## config.mk

```make
export PLATFORM = sky130hd
export DESIGN_NAME = pcs_top
export DESIGN_NICKNAME = d
export VERILOG_FILES = /design/src/design/pcs_pkg.sv /design/src/design/pcs_top.sv /design/src/design/pcs_corr.sv /design/src/design/pcs_glob.sv
export SDC_FILE = /design/constraint.sdc
export NUM_CORES = 2
export LEC_CHECK = 0
export BUFFER_PORTS_ARGS = -buffer_cell sky130_fd_sc_hd__buf_4
export CORE_MARGIN = 3
export CORE_UTILIZATION = 24
export DETAILED_ROUTE_END_ITERATION = 8
export HOLD_SLACK_MARGIN = 0.12
export SETUP_SLACK_MARGIN = 0.5
export SLEW_MARGIN = 0
export SYNTH_ARGS = -nofsm -noshare
export SYNTH_HDL_FRONTEND = slang
export SYNTH_SLANG_ARGS = --single-unit
```

## constraint.sdc

```tcl
create_clock -name clk_sys_i -period 21.3 [get_ports clk_sys_i]
set_clock_uncertainty 0.05 [all_clocks]
set_input_delay 2.13 -clock clk_sys_i [delete_from_list [all_inputs] [get_ports clk_sys_i]]
set_output_delay 2.13 -clock clk_sys_i [all_outputs]
set_load 0.01 [all_outputs]
```

## src/design/pcs_pkg.sv

```systemverilog
// Constants and carrier types of the pixel correction, saturation and ROI stage.
// Assumes one pixel clock domain; all users import the whole package.
package pcs_pkg;
    localparam int PIX_W  = 14;
    localparam int VID_W  = 8;
    localparam int CNT_W  = 20;
    localparam int CRD_W  = 16;
    localparam int NUC_FRAC = 14;
    localparam int GLB_FRAC = 8;
    localparam logic [PIX_W-1:0] PIX_MAX = 14'h3FFF;

    // Register byte offsets
    localparam logic [7:0] REG_CTRL     = 8'h00;
    localparam logic [7:0] REG_ROI_POS  = 8'h04;
    localparam logic [7:0] REG_ROI_SIZE = 8'h08;
    localparam logic [7:0] REG_OVERLAY  = 8'h0C;
    localparam logic [7:0] REG_SAT_RAW  = 8'h10;
    localparam logic [7:0] REG_SAT_PIX  = 8'h14;
    localparam logic [7:0] REG_SAT_CNT  = 8'h18;
    localparam logic [7:0] REG_GLOBAL   = 8'h1C;
    localparam logic [7:0] REG_IRQ_STAT = 8'h20;
    localparam logic [7:0] REG_IRQ_MASK = 8'h24;
    localparam logic [7:0] REG_DISP_ORG = 8'h28;

    // Control and interrupt bit positions
    localparam int CTL_SHOW  = 0;
    localparam int CTL_DISP  = 1;
    localparam int CTL_AGAIN = 2;
    localparam int CTL_AOFF  = 3;
    localparam int CTL_ABPR  = 4;
    localparam int CTL_BLACK = 5;
    localparam int CTL_DGAIN = 6;
    localparam int CTL_DOFF  = 7;
    localparam int CTL_DBPR  = 8;
    localparam int CTL_W     = 9;
    localparam int IRQ_FRAME = 0;
    localparam int IRQ_SAT   = 1;
    localparam int IRQ_W     = 2;

    // Reset values
    localparam logic [CTL_W-1:0] CTRL_RST  = 9'h1DC;
    localparam logic [CRD_W-1:0] ROI_W_RST = 16'h0280;
    localparam logic [CRD_W-1:0] ROI_H_RST = 16'h01E0;
    localparam logic [VID_W-1:0] COLOR_RST = 8'hFF;
    localparam logic [15:0]      LIFE_RST  = 16'h0258;
    localparam logic [PIX_W-1:0] SRAW_RST  = 14'h2EE0;
    localparam logic [CNT_W-1:0] SPIX_RST  = 20'h007D0;
    localparam logic [15:0]      GGAIN_RST = 16'h0100;

    typedef struct packed {
        logic             valid;
        logic             sof;
        logic             eol;
        logic             eof;
        logic [PIX_W-1:0] data;
    } pcs_pix_t;

    typedef struct packed {
        logic [15:0]      gain;
        logic [15:0]      offset;
        logic             bad;
        logic [PIX_W-1:0] repl;
    } pcs_coef_t;

    typedef struct packed {
        logic gain;
        logic off;
        logic bpr;
    } pcs_en_t;

    typedef struct packed {
        logic             valid;
        logic             sof;
        logic             eof;
        logic [VID_W-1:0] data;
    } pcs_vid_t;

    typedef struct packed {
        logic             valid;
        logic [PIX_W-1:0] data;
    } pcs_agc_t;
endpackage

```

## src/design/pcs_top.sv

```systemverilog
// Pixel correction, saturation detection and ROI stage with its AHB-Lite registers.
// Assumes pixels, coefficients and bus all on clk_sys_i; bus is zero-wait.
// What this block does
// (RULE1) Only pixels inside the active ROI feed the AGC statistics port.
// (RULE2) With the show option set the ROI outline is always drawn on analog video.
// (RULE3) ROI is set by x offset, y offset, width and height, each alone.
// (RULE4) The outline is drawn in a programmable grayscale level.
// (RULE5) ROI coordinates are sensor_array or display space, chosen by a bit.
// (RULE6) After boot the outline shows for a lifetime, then only with show set.
// (RULE7) Analog path has own gain, offset and bad-pixel enables; off steps bypass.
// (RULE8) Digital path has gain, offset and bad-pixel enables apart from analog.
// (RULE9) Analog polarity white-hot or black-hot; black-hot inverts the gray.
// (RULE10) A pixel is saturated when its raw count exceeds the raw threshold.
// (RULE11) Saturated count above the pixel threshold sets the frame header flag.
// (RULE12) The saturated pixel count is readable as status.
// (RULE13) Global gain and offset are applied to the digital image.
// (RULE14) Saturation counter clears at frame start, latches at frame end.
// (RULE15) Global gain multiplies first, then offset, then clip to pixel width.
`timescale 1ns/1ps
`default_nettype none
module pcs_top (
    input  wire logic               clk_sys_i,
    input  wire logic               reset_i,
    input  wire logic               hsel_i,
    input  wire logic [31:0]        haddr_i,
    input  wire logic [1:0]         htrans_i,
    input  wire logic               hwrite_i,
    input  wire logic [2:0]         hsize_i,
    input  wire logic [31:0]        hwdata_i,
    input  wire logic               hready_i,
    output logic                    hreadyout_o,
    output logic                    hresp_o,
    output logic [31:0]             hrdata_o,
    input  wire pcs_pkg::pcs_pix_t  pix_i,
    input  wire pcs_pkg::pcs_coef_t coef_i,
    output pcs_pkg::pcs_vid_t       ana_o,
    output pcs_pkg::pcs_pix_t       dig_o,
    output pcs_pkg::pcs_agc_t       agc_o,
    output logic                    sat_flag_o,
    output logic                    irq_o
);
    import pcs_pkg::*;

    typedef struct packed {
        logic             ready;
        logic             aw;
        logic [7:0]       waddr;
        logic [31:0]      rdata;
        logic [CTL_W-1:0] ctrl;
        logic [CRD_W-1:0] roi_x;
        logic [CRD_W-1:0] roi_y;
        logic [CRD_W-1:0] roi_w;
        logic [CRD_W-1:0] roi_h;
        logic [CRD_W-1:0] disp_x;
        logic [CRD_W-1:0] disp_y;
        logic [VID_W-1:0] color;
        logic [15:0]      life;
        logic [PIX_W-1:0] sat_raw;
        logic [CNT_W-1:0] sat_pix;
        logic [CNT_W-1:0] sat_run;
        logic [CNT_W-1:0] sat_cnt;
        logic [15:0]      ggain;
        logic [15:0]      goff;
        logic [IRQ_W-1:0] ist;
        logic [IRQ_W-1:0] imask;
        logic [CRD_W-1:0] px;
        logic [CRD_W-1:0] py;
        logic [15:0]      boot;
        logic             sat_flag;
        logic             irq;
        pcs_vid_t         ana;
        pcs_pix_t         dig;
        pcs_agc_t         agc;
    } pcs_top_st_t;

    pcs_top_st_t st_ff;
    pcs_top_st_t nxt_st;

    logic [PIX_W-1:0] acorr;
    logic [PIX_W-1:0] dcorr;
    logic [PIX_W-1:0] dglob;
    pcs_en_t          aen;
    pcs_en_t          den;

    // Separate enable sets per path [RULE7] [RULE8]
    assign aen = '{gain: st_ff.ctrl[CTL_AGAIN], off: st_ff.ctrl[CTL_AOFF],
                   bpr: st_ff.ctrl[CTL_ABPR]};
    assign den = '{gain: st_ff.ctrl[CTL_DGAIN], off: st_ff.ctrl[CTL_DOFF],
                   bpr: st_ff.ctrl[CTL_DBPR]};

    pcs_corr u_acorr (
        .raw_i  (pix_i.data),
        .coef_i (coef_i),
        .en_i   (aen),
        .pix_o  (acorr)
    );

    pcs_corr u_dcorr (
        .raw_i  (pix_i.data),
        .coef_i (coef_i),
        .en_i   (den),
        .pix_o  (dcorr)
    );

    // Gain before offset, clipped [RULE13] [RULE15]
    pcs_glob u_glob (
        .pix_i    (dcorr),
        .gain_i   (st_ff.ggain),
        .offset_i (st_ff.goff),
        .pix_o    (dglob)
    );

    function automatic logic [31:0] rd_word(input logic [7:0] a, input pcs_top_st_t s);
        logic [31:0] w;
        w = '0;
        unique case (a)
            REG_CTRL:     w = {23'h000000, s.ctrl};
            REG_ROI_POS:  w = {s.roi_y, s.roi_x};
            REG_ROI_SIZE: w = {s.roi_h, s.roi_w};
            REG_OVERLAY:  w = {s.life, 8'h00, s.color};
            REG_SAT_RAW:  w = {18'h00000, s.sat_raw};
            REG_SAT_PIX:  w = {12'h000, s.sat_pix};
            REG_SAT_CNT:  w = {12'h000, s.sat_cnt}; // [RULE12]
            REG_GLOBAL:   w = {s.goff, s.ggain};
            REG_IRQ_STAT: w = {30'h00000000, s.ist};
            REG_IRQ_MASK: w = {30'h00000000, s.imask};
            REG_DISP_ORG: w = {s.disp_y, s.disp_x};
            default:      w = '0;
        endcase
        return w;
    endfunction

    logic               addr_ok;
    logic [CRD_W-1:0]   cur_x;
    logic [CRD_W-1:0]   cur_y;
    logic signed [17:0] cx;
    logic signed [17:0] cy;
    logic signed [17:0] x0;
    logic signed [17:0] y0;
    logic signed [17:0] x1;
    logic signed [17:0] y1;
    logic               in_roi;
    logic               edge_px;
    logic               ovl_on;
    logic               sat_hit;
    logic [CNT_W-1:0]   run;
    logic [CNT_W-1:0]   final_cnt;
    logic               frame_end;
    logic               sat_set;
    logic [IRQ_W-1:0]   irq_set;
    logic [IRQ_W-1:0]   irq_clr;
    logic [VID_W-1:0]   gray;

    always_comb begin
        nxt_st    = st_ff;
        irq_clr   = '0;
        addr_ok   = hsel_i && hready_i && htrans_i[1];

        // Bus: address phase captured, write done in data phase
        nxt_st.ready = 1'b1;
        // Out-of-range writes must not alias onto the low registers
        nxt_st.aw    = addr_ok && hwrite_i && (haddr_i[31:8] == 24'h000000);
        if (addr_ok) begin
            nxt_st.waddr = {haddr_i[7:2], 2'b00};
        end
        if (addr_ok && !hwrite_i) begin
            nxt_st.rdata = (haddr_i[31:8] == 24'h000000) ?
                           rd_word({haddr_i[7:2], 2'b00}, st_ff) : 32'h00000000;
        end
        if (st_ff.aw) begin
            unique case (st_ff.waddr)
                REG_CTRL: begin
                    nxt_st.ctrl = hwdata_i[CTL_W-1:0];
                end
                REG_ROI_POS: begin
                    nxt_st.roi_x = hwdata_i[15:0]; // [RULE3]
                    nxt_st.roi_y = hwdata_i[31:16];
                end
                REG_ROI_SIZE: begin
                    nxt_st.roi_w = hwdata_i[15:0]; // [RULE3]
                    nxt_st.roi_h = hwdata_i[31:16];
                end
                REG_OVERLAY: begin
                    nxt_st.color = hwdata_i[7:0];
                    nxt_st.life  = hwdata_i[31:16];
                end
                REG_SAT_RAW: begin
                    nxt_st.sat_raw = hwdata_i[PIX_W-1:0];
                end
                REG_SAT_PIX: begin
                    nxt_st.sat_pix = hwdata_i[CNT_W-1:0];
                end
                REG_GLOBAL: begin
                    nxt_st.ggain = hwdata_i[15:0];
                    nxt_st.goff  = hwdata_i[31:16];
                end
                REG_IRQ_STAT: begin
                    irq_clr = hwdata_i[IRQ_W-1:0];
                end
                REG_IRQ_MASK: begin
                    nxt_st.imask = hwdata_i[IRQ_W-1:0];
                end
                REG_DISP_ORG: begin
                    nxt_st.disp_x = hwdata_i[15:0];
                    nxt_st.disp_y = hwdata_i[31:16];
                end
                default: begin
                end
            endcase
        end

        // Position of the current pixel; sof restarts both counters
        cur_x = pix_i.sof ? '0 : st_ff.px;
        cur_y = pix_i.sof ? '0 : st_ff.py;
        if (pix_i.valid) begin
            nxt_st.px = pix_i.eol ? '0 : cur_x + 16'h0001;
            nxt_st.py = pix_i.eol ? cur_y + 16'h0001 : cur_y;
        end

        // Display space is the sensor_array grid shifted by the display origin [RULE5]
        cx = $signed({2'b00, cur_x});
        cy = $signed({2'b00, cur_y});
        if (st_ff.ctrl[CTL_DISP]) begin
            cx = cx - $signed({2'b00, st_ff.disp_x});
            cy = cy - $signed({2'b00, st_ff.disp_y});
        end
        x0 = $signed({2'b00, st_ff.roi_x});
        y0 = $signed({2'b00, st_ff.roi_y});
        x1 = x0 + $signed({2'b00, st_ff.roi_w});
        y1 = y0 + $signed({2'b00, st_ff.roi_h});
        in_roi  = (cx >= x0) && (cx < x1) && (cy >= y0) && (cy < y1);
        edge_px = in_roi && ((cx == x0) || (cx == x1 - 18'sd1) ||
                             (cy == y0) || (cy == y1 - 18'sd1));

        // Boot lifetime counted in frames; show bit overrides [RULE6] [RULE2]
        ovl_on = st_ff.ctrl[CTL_SHOW] || (st_ff.boot < st_ff.life);
        frame_end = pix_i.valid && pix_i.eof;
        if (frame_end && (st_ff.boot != 16'hFFFF)) begin
            nxt_st.boot = st_ff.boot + 16'h0001;
        end

        // Saturation count per frame [RULE10] [RULE14]
        sat_hit   = pix_i.valid && (pix_i.data > st_ff.sat_raw);
        run       = pix_i.sof ? '0 : st_ff.sat_run;
        final_cnt = run + {{(CNT_W-1){1'b0}}, sat_hit};
        if (pix_i.valid) begin
            nxt_st.sat_run = final_cnt;
        end
        sat_set = frame_end && (final_cnt > st_ff.sat_pix); // [RULE11]
        if (frame_end) begin
            nxt_st.sat_cnt  = final_cnt;
            nxt_st.sat_flag = sat_set;
        end

        // Sticky events, a set in the clearing cycle survives
        irq_set = '0;
        irq_set[IRQ_FRAME] = frame_end;
        irq_set[IRQ_SAT]   = sat_set;
        nxt_st.ist = (st_ff.ist & ~irq_clr) | irq_set;
        nxt_st.irq = |(nxt_st.ist & nxt_st.imask);

        // Analog video: polarity, then outline on top [RULE9] [RULE4]
        gray = acorr[PIX_W-1:PIX_W-VID_W];
        if (st_ff.ctrl[CTL_BLACK]) begin
            gray = ~gray;
        end
        if (ovl_on && edge_px) begin
            gray = st_ff.color;
        end
        nxt_st.ana = '{valid: pix_i.valid, sof: pix_i.sof, eof: pix_i.eof,
                       data: pix_i.valid ? gray : '0};

        // Digital output after global stage
        nxt_st.dig = '{valid: pix_i.valid, sof: pix_i.sof, eol: pix_i.eol,
                       eof: pix_i.eof, data: pix_i.valid ? dglob : '0};

        // AGC sees only ROI pixels, taken after analog correction [RULE1]
        nxt_st.agc = '{valid: pix_i.valid && in_roi,
                       data: (pix_i.valid && in_roi) ? acorr : '0};
    end

    always_ff @(posedge clk_sys_i) begin
        if (reset_i) begin
            st_ff         <= '0;
            st_ff.ctrl    <= CTRL_RST;
            st_ff.roi_w   <= ROI_W_RST;
            st_ff.roi_h   <= ROI_H_RST;
            st_ff.color   <= COLOR_RST;
            st_ff.life    <= LIFE_RST;
            st_ff.sat_raw <= SRAW_RST;
            st_ff.sat_pix <= SPIX_RST;
            st_ff.ggain   <= GGAIN_RST;
        end else begin
            st_ff <= nxt_st;
        end
    end

    // The bus never stalls or errors, so one ready flop is enough and hresp_o stays 0
    assign hreadyout_o = st_ff.ready;
    assign hresp_o     = 1'b0 & st_ff.ready;
    assign hrdata_o    = st_ff.rdata;
    assign ana_o       = st_ff.ana;
    assign dig_o       = st_ff.dig;
    assign agc_o       = st_ff.agc;
    assign sat_flag_o  = st_ff.sat_flag;
    assign irq_o       = st_ff.irq;
endmodule
`default_nettype wire

```

## src/design/pcs_corr.sv

```systemverilog
// Per-pixel nonuniformity_correction gain, offset and bad-pixel replacement.
// Purely combinational; the caller registers the result.
`timescale 1ns/1ps
`default_nettype none
module pcs_corr (
    input  wire logic [pcs_pkg::PIX_W-1:0] raw_i,
    input  wire pcs_pkg::pcs_coef_t        coef_i,
    input  wire pcs_pkg::pcs_en_t          en_i,
    output logic [pcs_pkg::PIX_W-1:0]      pix_o
);
    import pcs_pkg::*;
    logic [29:0]        prod;
    logic [15:0]        gained;
    logic signed [17:0] sum;

    always_comb begin
        prod   = 30'({16'h0000, raw_i} * {14'h0000, coef_i.gain});
        // Disabled steps pass through untouched
        gained = en_i.gain ? prod[NUC_FRAC+15:NUC_FRAC] : {2'b00, raw_i};
        sum    = $signed({2'b00, gained});
        if (en_i.off) begin
            sum = sum + 18'($signed(coef_i.offset));
        end
        if (sum < 18'sd0) begin
            pix_o = '0;
        end else if (sum > $signed({4'h0, PIX_MAX})) begin
            pix_o = PIX_MAX;
        end else begin
            pix_o = sum[PIX_W-1:0];
        end
        if (en_i.bpr && coef_i.bad) begin
            pix_o = coef_i.repl;
        end
    end
endmodule
`default_nettype wire

```

## src/design/pcs_glob.sv

```systemverilog
// Global gain (unsigned 8.8) then signed offset, clipped to the pixel range.
// Purely combinational; the caller registers the result.
`timescale 1ns/1ps
`default_nettype none
module pcs_glob (
    input  wire logic [pcs_pkg::PIX_W-1:0] pix_i,
    input  wire logic [15:0]               gain_i,
    input  wire logic [15:0]               offset_i,
    output logic [pcs_pkg::PIX_W-1:0]      pix_o
);
    import pcs_pkg::*;
    logic [29:0]        prod;
    logic signed [23:0] sum;

    always_comb begin
        prod  = 30'({16'h0000, pix_i} * {14'h0000, gain_i});
        sum   = $signed({2'b00, prod[GLB_FRAC+21:GLB_FRAC]}) + 24'($signed(offset_i));
        if (sum < 24'sd0) begin
            pix_o = '0;
        end else if (sum > $signed({10'h000, PIX_MAX})) begin
            pix_o = PIX_MAX;
        end else begin
            pix_o = sum[PIX_W-1:0];
        end
    end
endmodule
`default_nettype wire

```

* Word level (Yosys, flattened, before mapping) *
Cells that the tools add are included.

storage, ports and cells
  register bits after elaboration = 370
  input port bits = 139
  output and inout port bits = 80
  logic and storage cells = 178

cells by class
  add/subtract/negate cells = 13
  multiply operators = 2
  $lt $le $gt $ge = 13
  equal/unequal tests = 24
  multiplexer cells = 48
  bitwise operators = 7
  reductions and logical operators = 37

operators with widths
  operator               count
  $mux 375               1
  $pmux 32 s11           1
  $mux 32                8
  $mux 163               1
  $mux 14                11
  $mux 16                7
  $mux 20                4
  $mux 18                4
  $mul 14x16->30         2
  $add 16x1->16 const B  3
  $eq 6x3->1 const B     7
  $add 17x16->18         2
  $eq 18x17->1           2
  $eq 18x18->1           2
  $eq 6x4->1 const B     6
  $ge 18x17->1           2
  $gt 18x15->1 const B   2
  $lt 18x1->1 const B    2
  $lt 18x18->1           2
  $sub 17x1->18 const B  2
  $add 16x16->17         2
  $sub 16x16->17         2
  $mux 8                 4
  $add 23x16->24         1
  27 further kinds       64

* Logic depth before layout (Yosys ltp) *
  depth in word-level cells = 15
  depth in mapped cells = 73
  mapped depth without buffers = 70

* Hierarchy *
Synthesis repeated with hierarchy kept, for this count alone.

unflattened totals
  cell total of the unflattened synthesis = 6,232
  area, all modules = 50,100.6 µm²

by module, submodules not included
  module              times used  cells each  area an instance (µm²)  sequential area each (µm²)
  pcs_top             1           3,082       23,899.2                7,407.1
  pcs_glob            1           1,047       8,839.7                 0.0
  pcs_corr (u_acorr)  1           1,071       8,821.0                 0.0
  pcs_corr (u_dcorr)  1           1,032       8,540.7                 0.0

* Worst setup path before layout *
Ideal clock, no wire load.

  path type = in2reg
  from = input port pix_i[5] in the netlist's numbering
  to = register st_ff, in the netlist dig_o[10]
  setup time = 0.132 ns
  arrival = 17.596 ns
  data required time = 21.118 ns
  path slack = 3.522 ns
  stages on the path = 69
  buffers on the path = 5
  path through = clkbuf_1 > clkbuf_1 > nand2_1 > fa_1 > fa_1 > inv_1 > fa_1 > fa_1 > fa_1 > inv_1 > fa_1 > inv_1 > ha_1 > a21oi_2 > o21a_1 > o221ai_1 > a221oi_1 > and2_1 > [... 33 more ...] > and3b_1 > o21ai_0 > xor2_1 > ha_1 > nor2_1 > nor2b_1 > o21ai_0 > a211oi_1 > o211ai_1 > a21boi_0 > o31a_1 > o21ai_1 > nand3b_1 > a221oi_1 > mux2i_1 > nor4_2 > clkbuf_1 > a21oi_1

between the ends
  longest elaborated chain between the ends = 12
  elaborated cells on any way between the ends = 15
  those cells by class = add/sub (2); mul (2); order compare (4); mux (6); reduce/logical (1)

ends and longest elaborated chain
  element                                               RTL line                        RTL
  start: declaration                                    pcs_top.sv:34                   input wire pcs_pkg::pcs_pix_t pix_i,
  $mul 14x16->30                                        pcs_corr.sv:17                  prod = 30'({16'h0000, raw_i} * {14'h0000, coef_i.gain});
  $mux 16 (*)                                           pcs_corr.sv:19                  gained = en_i.gain ? prod[NUC_FRAC+15:NUC_FRAC] : {2'b00, raw_i};
  $add 17x16->18                                        pcs_corr.sv:22                  sum = sum + 18'($signed(coef_i.offset));
  $mux 18 (*)                                           pcs_corr.sv:21                  if (en_i.off) begin
  $gt 18x15->1                                          pcs_corr.sv:26                  end else if (sum > $signed({4'h0, PIX_MAX})) begin
  $mux 14                                               pcs_corr.sv:26
  $mux 14 (*)                                           pcs_corr.sv:24                  if (sum < 18'sd0) begin
  $mux 14 (*)                                           pcs_corr.sv:31                  if (en_i.bpr && coef_i.bad) begin
  $mul 14x16->30 (*)                                    pcs_glob.sv:16                  prod = 30'({16'h0000, pix_i} * {14'h0000, gain_i});
  $add 23x16->24 (*)                                    pcs_glob.sv:17                  sum = $signed({2'b00, prod[GLB_FRAC+21:GLB_FRAC]}) + 24'($signed(offset_i));
  $lt 24x1->1 or $gt 24x15->1 (tied branches)           pcs_glob.sv:18, pcs_glob.sv:20
  $reduce_or 3->1 (no line) or $mux 14 (tied branches)  --
  end signal: assignment                                pcs_top.sv:294                  st_ff <= nxt_st;
  end: declaration                                      pcs_top.sv:76                   pcs_top_st_t st_ff;

Mark *: on every way between the ends. The rest lies on a longest branch, timed or not.
A chain may end at the register's enable or synchronous reset.

* Worst setup path after layout *
  from = input port pix_i[2] in the netlist's numbering
  to = register st_ff, in the netlist dig_o[6]

Same word-level chain as after synthesis.

==> results.py <==
metrics = {
    "clocking": {
        "cts_hold_buf": 0,
        "cts_tree": "yes",
        "cts_buffers": 46,
        "clock_sinks": 370,
        "clk_latency_ps": 610,
        "htreeDepth": 2,
        "clockBufferDepth": 3,
        "ctsResizeCount": 0,
        "path_clk_slew_ps": 60,
        "cts_setup_buffers": 0,
        "root_buffer": "clkbuf_16",
    },
    "yosys": {
        "ys_types": 112,
        "synth-edff-count": 0,
        "synth_warnings": 0,
        "synthArstFlopShare_pct": 0,
        "yosys.area.top_type": "dfxtp_1",
        "synthTopCellsByArea": "dfxtp_1 (18%), fa_1 (16%), ha_1 (13%)",
        "synthCells": 5326,
        "yosysTopAreaCellShare_pct": 17.68,
        "ys_seq_area_share_pct": 17.68,
        "syn_avg_cell_area_sq_um": 7.864,
        "netlist_area_sq_um": 41880,
        "synth_nets": 6228,
        "synth-seq-cells": 370,
        "ys.flop_type": "dfxtp_1",
    },
    "layout": {
        "postLayoutCoreUtil_pct": 27.18,
        "final_cells": 7664,
        "final_cell_mix": "nand2_1 (872), inv_1 (585), ha_1 (428), a21oi_1 (396), dfxtp_1 (370)",
        "nNetsFinal": 6210,
        "post-route-cell-area_sq_um": 46890,
        "areaGrowthSynthToFinish_pct": 11.95,
        "drive_gt1_share_pct": 8.371,
        "final_common_cell": "nand2_1",
    },
    "drt": {
        "wl_per_cell_microns": 18.44,
        "drcViolationCount": 0,
        "ant_nets": 0,
        "drtPass1Iterations": 9,
        "drt-initial-drc-count": 2885,
        "via_per_inst": 4.876,
        "num_vias": 37366,
        "drt_wl_total_microns": 141300,
    },
    "worst_setup_path": {
        "cp_top_family": "adder cells",
        "r2r-start": "den[2]",
        "cp_common_cell": "fa_1",
        "critical_path_arrival_ps": 19790,
        "r2r_cells": 45,
        "path_buf_inv": 11,
        "reg2reg_setup_slack_ps": 7600,
        "cp-end-kind": "flop",
        "crit_fanout": 19,
        "crit_required_ps": 21750,
        "worst_setup_path_start_kind": "primary input",
        "cp_slowest_cell": "a21oi_1",
        "crit_path_max_incr_delay_ps": 1070,
        "crit_type": "in2reg",
        "rr_endpoint": "dig_o[6]",
    },
    "floorplanning": {
        "ios": 219,
        "die_y_microns": 423.8,
        "rows": 152,
        "die_w_microns": 423.8,
        "start_util_pct": 24.28,
        "core_area_sq_um": 172500,
        "die_area_sq_um": 179600,
    },
    "global_routing": {
        "grt_max_degree": 176,
        "grt_pass1_vias": 37561,
        "grt_antenna_before_repair": 18,
        "grt_overflow_total": 0,
        "grtUsageTotal_pct": 15.38,
        "grt_pass1_wl_microns": 218300,
    },
    "place": {
        "placedInstanceArea_sq_um": 45240,
        "numPortBuffers": 211,
        "gp_congestion": 0.9258,
        "dp_hpwl_microns": 110700,
        "dp_slack_ps": 1376,
        "dp.cells": 7570,
    },
    "worst_hold_path": {
        "whs_path_depth": 2,
        "min_to": "st_ff[219]",
        "hold_path.class": "reg2reg",
        "hold_path.startpoint": "st_ff[219]",
    },
    "timing": {
        "finalHoldViolations": 0,
        "fmax_mhz": 51.71,
        "final.period_utilization_pct": 90.78,
        "final.min_clock_period_ps": 19340,
        "worst_pin_slew_ps": 1338,
        "slew_viol_final": 0,
        "rsz0062_at_grt": "no",
        "setup_viol_count_final": 0,
        "tns_ps": 0,
        "relSlewSlack_pct": 10.78,
        "hold_ws_ps": 404.0,
        "worst_slack_ps": 1963,
    },
    "pwr": {
        "max-vdd-ir-drop_v": 0.0003463,
        "power_mw": 7.259,
        "power_density_nw_per_um2": 154.8,
        "p_leak_nw": 20.80,
    },
    "status": {
        "status": "complete, no violations",
    },
    "job": {
        "drv_cap": 0,
    },
}
## how the worst max path moves through the flow
| stage | startpoint | endpoint | slack [ps] | cells past startpoint |
|---|---|---|---|---|
| 2_1_floorplan | pix_i[5] | dig_o[10] | 3520 | 69 |
| 3_3_place_gp | pix_i[2] | dig_o[6] | 1540 | 63 |
| 3_5_place_dp | pix_i[2] | dig_o[6] | 1380 | 63 |
| 4_1_cts | pix_i[2] | dig_o[6] | 1920 | 63 |
| 5_1_grt | pix_i[2] | dig_o[6] | 970 | 62 |
| 6_report | pix_i[2] | dig_o[6] | 1960 | 63 |
## Yosys cell counts (20+ instances only)
| cell | count |
|---|---|
| o211ai_1 | 32 |
| nor2_1 | 318 |
| nor2b_1 | 83 |
| a22oi_1 | 64 |
| a31oi_1 | 24 |
| and3_1 | 44 |
| a211oi_1 | 49 |
| mux2_2 | 39 |
| a21oi_1 | 396 |
| o21a_1 | 38 |
| inv_1 | 585 |
| nand3_1 | 111 |
| nor3_1 | 83 |
| xor2_1 | 74 |
| a21o_1 | 70 |
| buf_4 | 78 |
| a222oi_1 | 33 |
| o21ai_0 | 167 |
| nand2_1 | 874 |
| mux2i_1 | 47 |
| nor4_1 | 20 |
| ha_1 | 428 |
| fa_1 | 335 |
| or3_1 | 24 |
| nand4_1 | 46 |
| dfxtp_1 | 370 |
| and2_1 | 207 |
| xnor2_1 | 107 |
| clkbuf_1 | 222 |
| nand2b_1 | 47 |
## state kept, by name, indices dropped and copies added, names as in the netlist
signal / cells
agc_o: 15
hrdata_o: 32
ana_o: 8
sat_flag_o: 1
st_ff: 288
irq_o: 1
dig_o: 18
hreadyout_o: 1
den: 3
aen: 3
## final cells by class
| class | instances | area (sq um) |
|---|---|---|
| fill | 18650 | 125600 |
| multi-input combinational | 4047 | 30810 |
| sequential | 370 | 7407 |
| tap | 2310 | 2890 |
| inverter | 589 | 2211 |
| timing repair buffer | 254 | 1927 |
| clock buffer | 62 | 1321 |
| clock inverter | 18 | 287.8 |
| antenna | 14 | 35.03 |
## per-layer routing
| layer | global-route usage, % | vias up | wire (microns) |
|---|---|---|---|
| met5 | 0 | - | 51 |
| met4 | 7.591 | 8 | 7748 |
| met3 | 1.963 | 285 | 7402 |
| met2 | 27.08 | 1080 | 68730 |
| met1 | 18.36 | 18185 | 57390 |
| li1 | - | 17808 | - |
## cell families after synthesis
family          after synthesis  synth area share, %
buf+inv                     909                8.893
simple gates               1945                21.76
fa+ha+maj                   763                28.80
flops                       370                17.68
mux                          86                2.172
other cells                   1             0.008953
xor+xnor                    182                3.839
compound gates             1070                16.84
## tightest hold or removal path: cells and delay by family, from the launching register on
family / cells / cell delay [ps]
AOI/OAI and AO/OA: 1 / 50
and+or+nand+nor: 1 / 50
DFF: 1 / 310
## report_power, final
part           switching (mW)  internal, mW  total (mW)
clock network           0.340         0.509       0.849
logic                    3.35          2.33        5.68
registers              0.0175         0.712       0.729
Power figures use the tool's default switching activity.
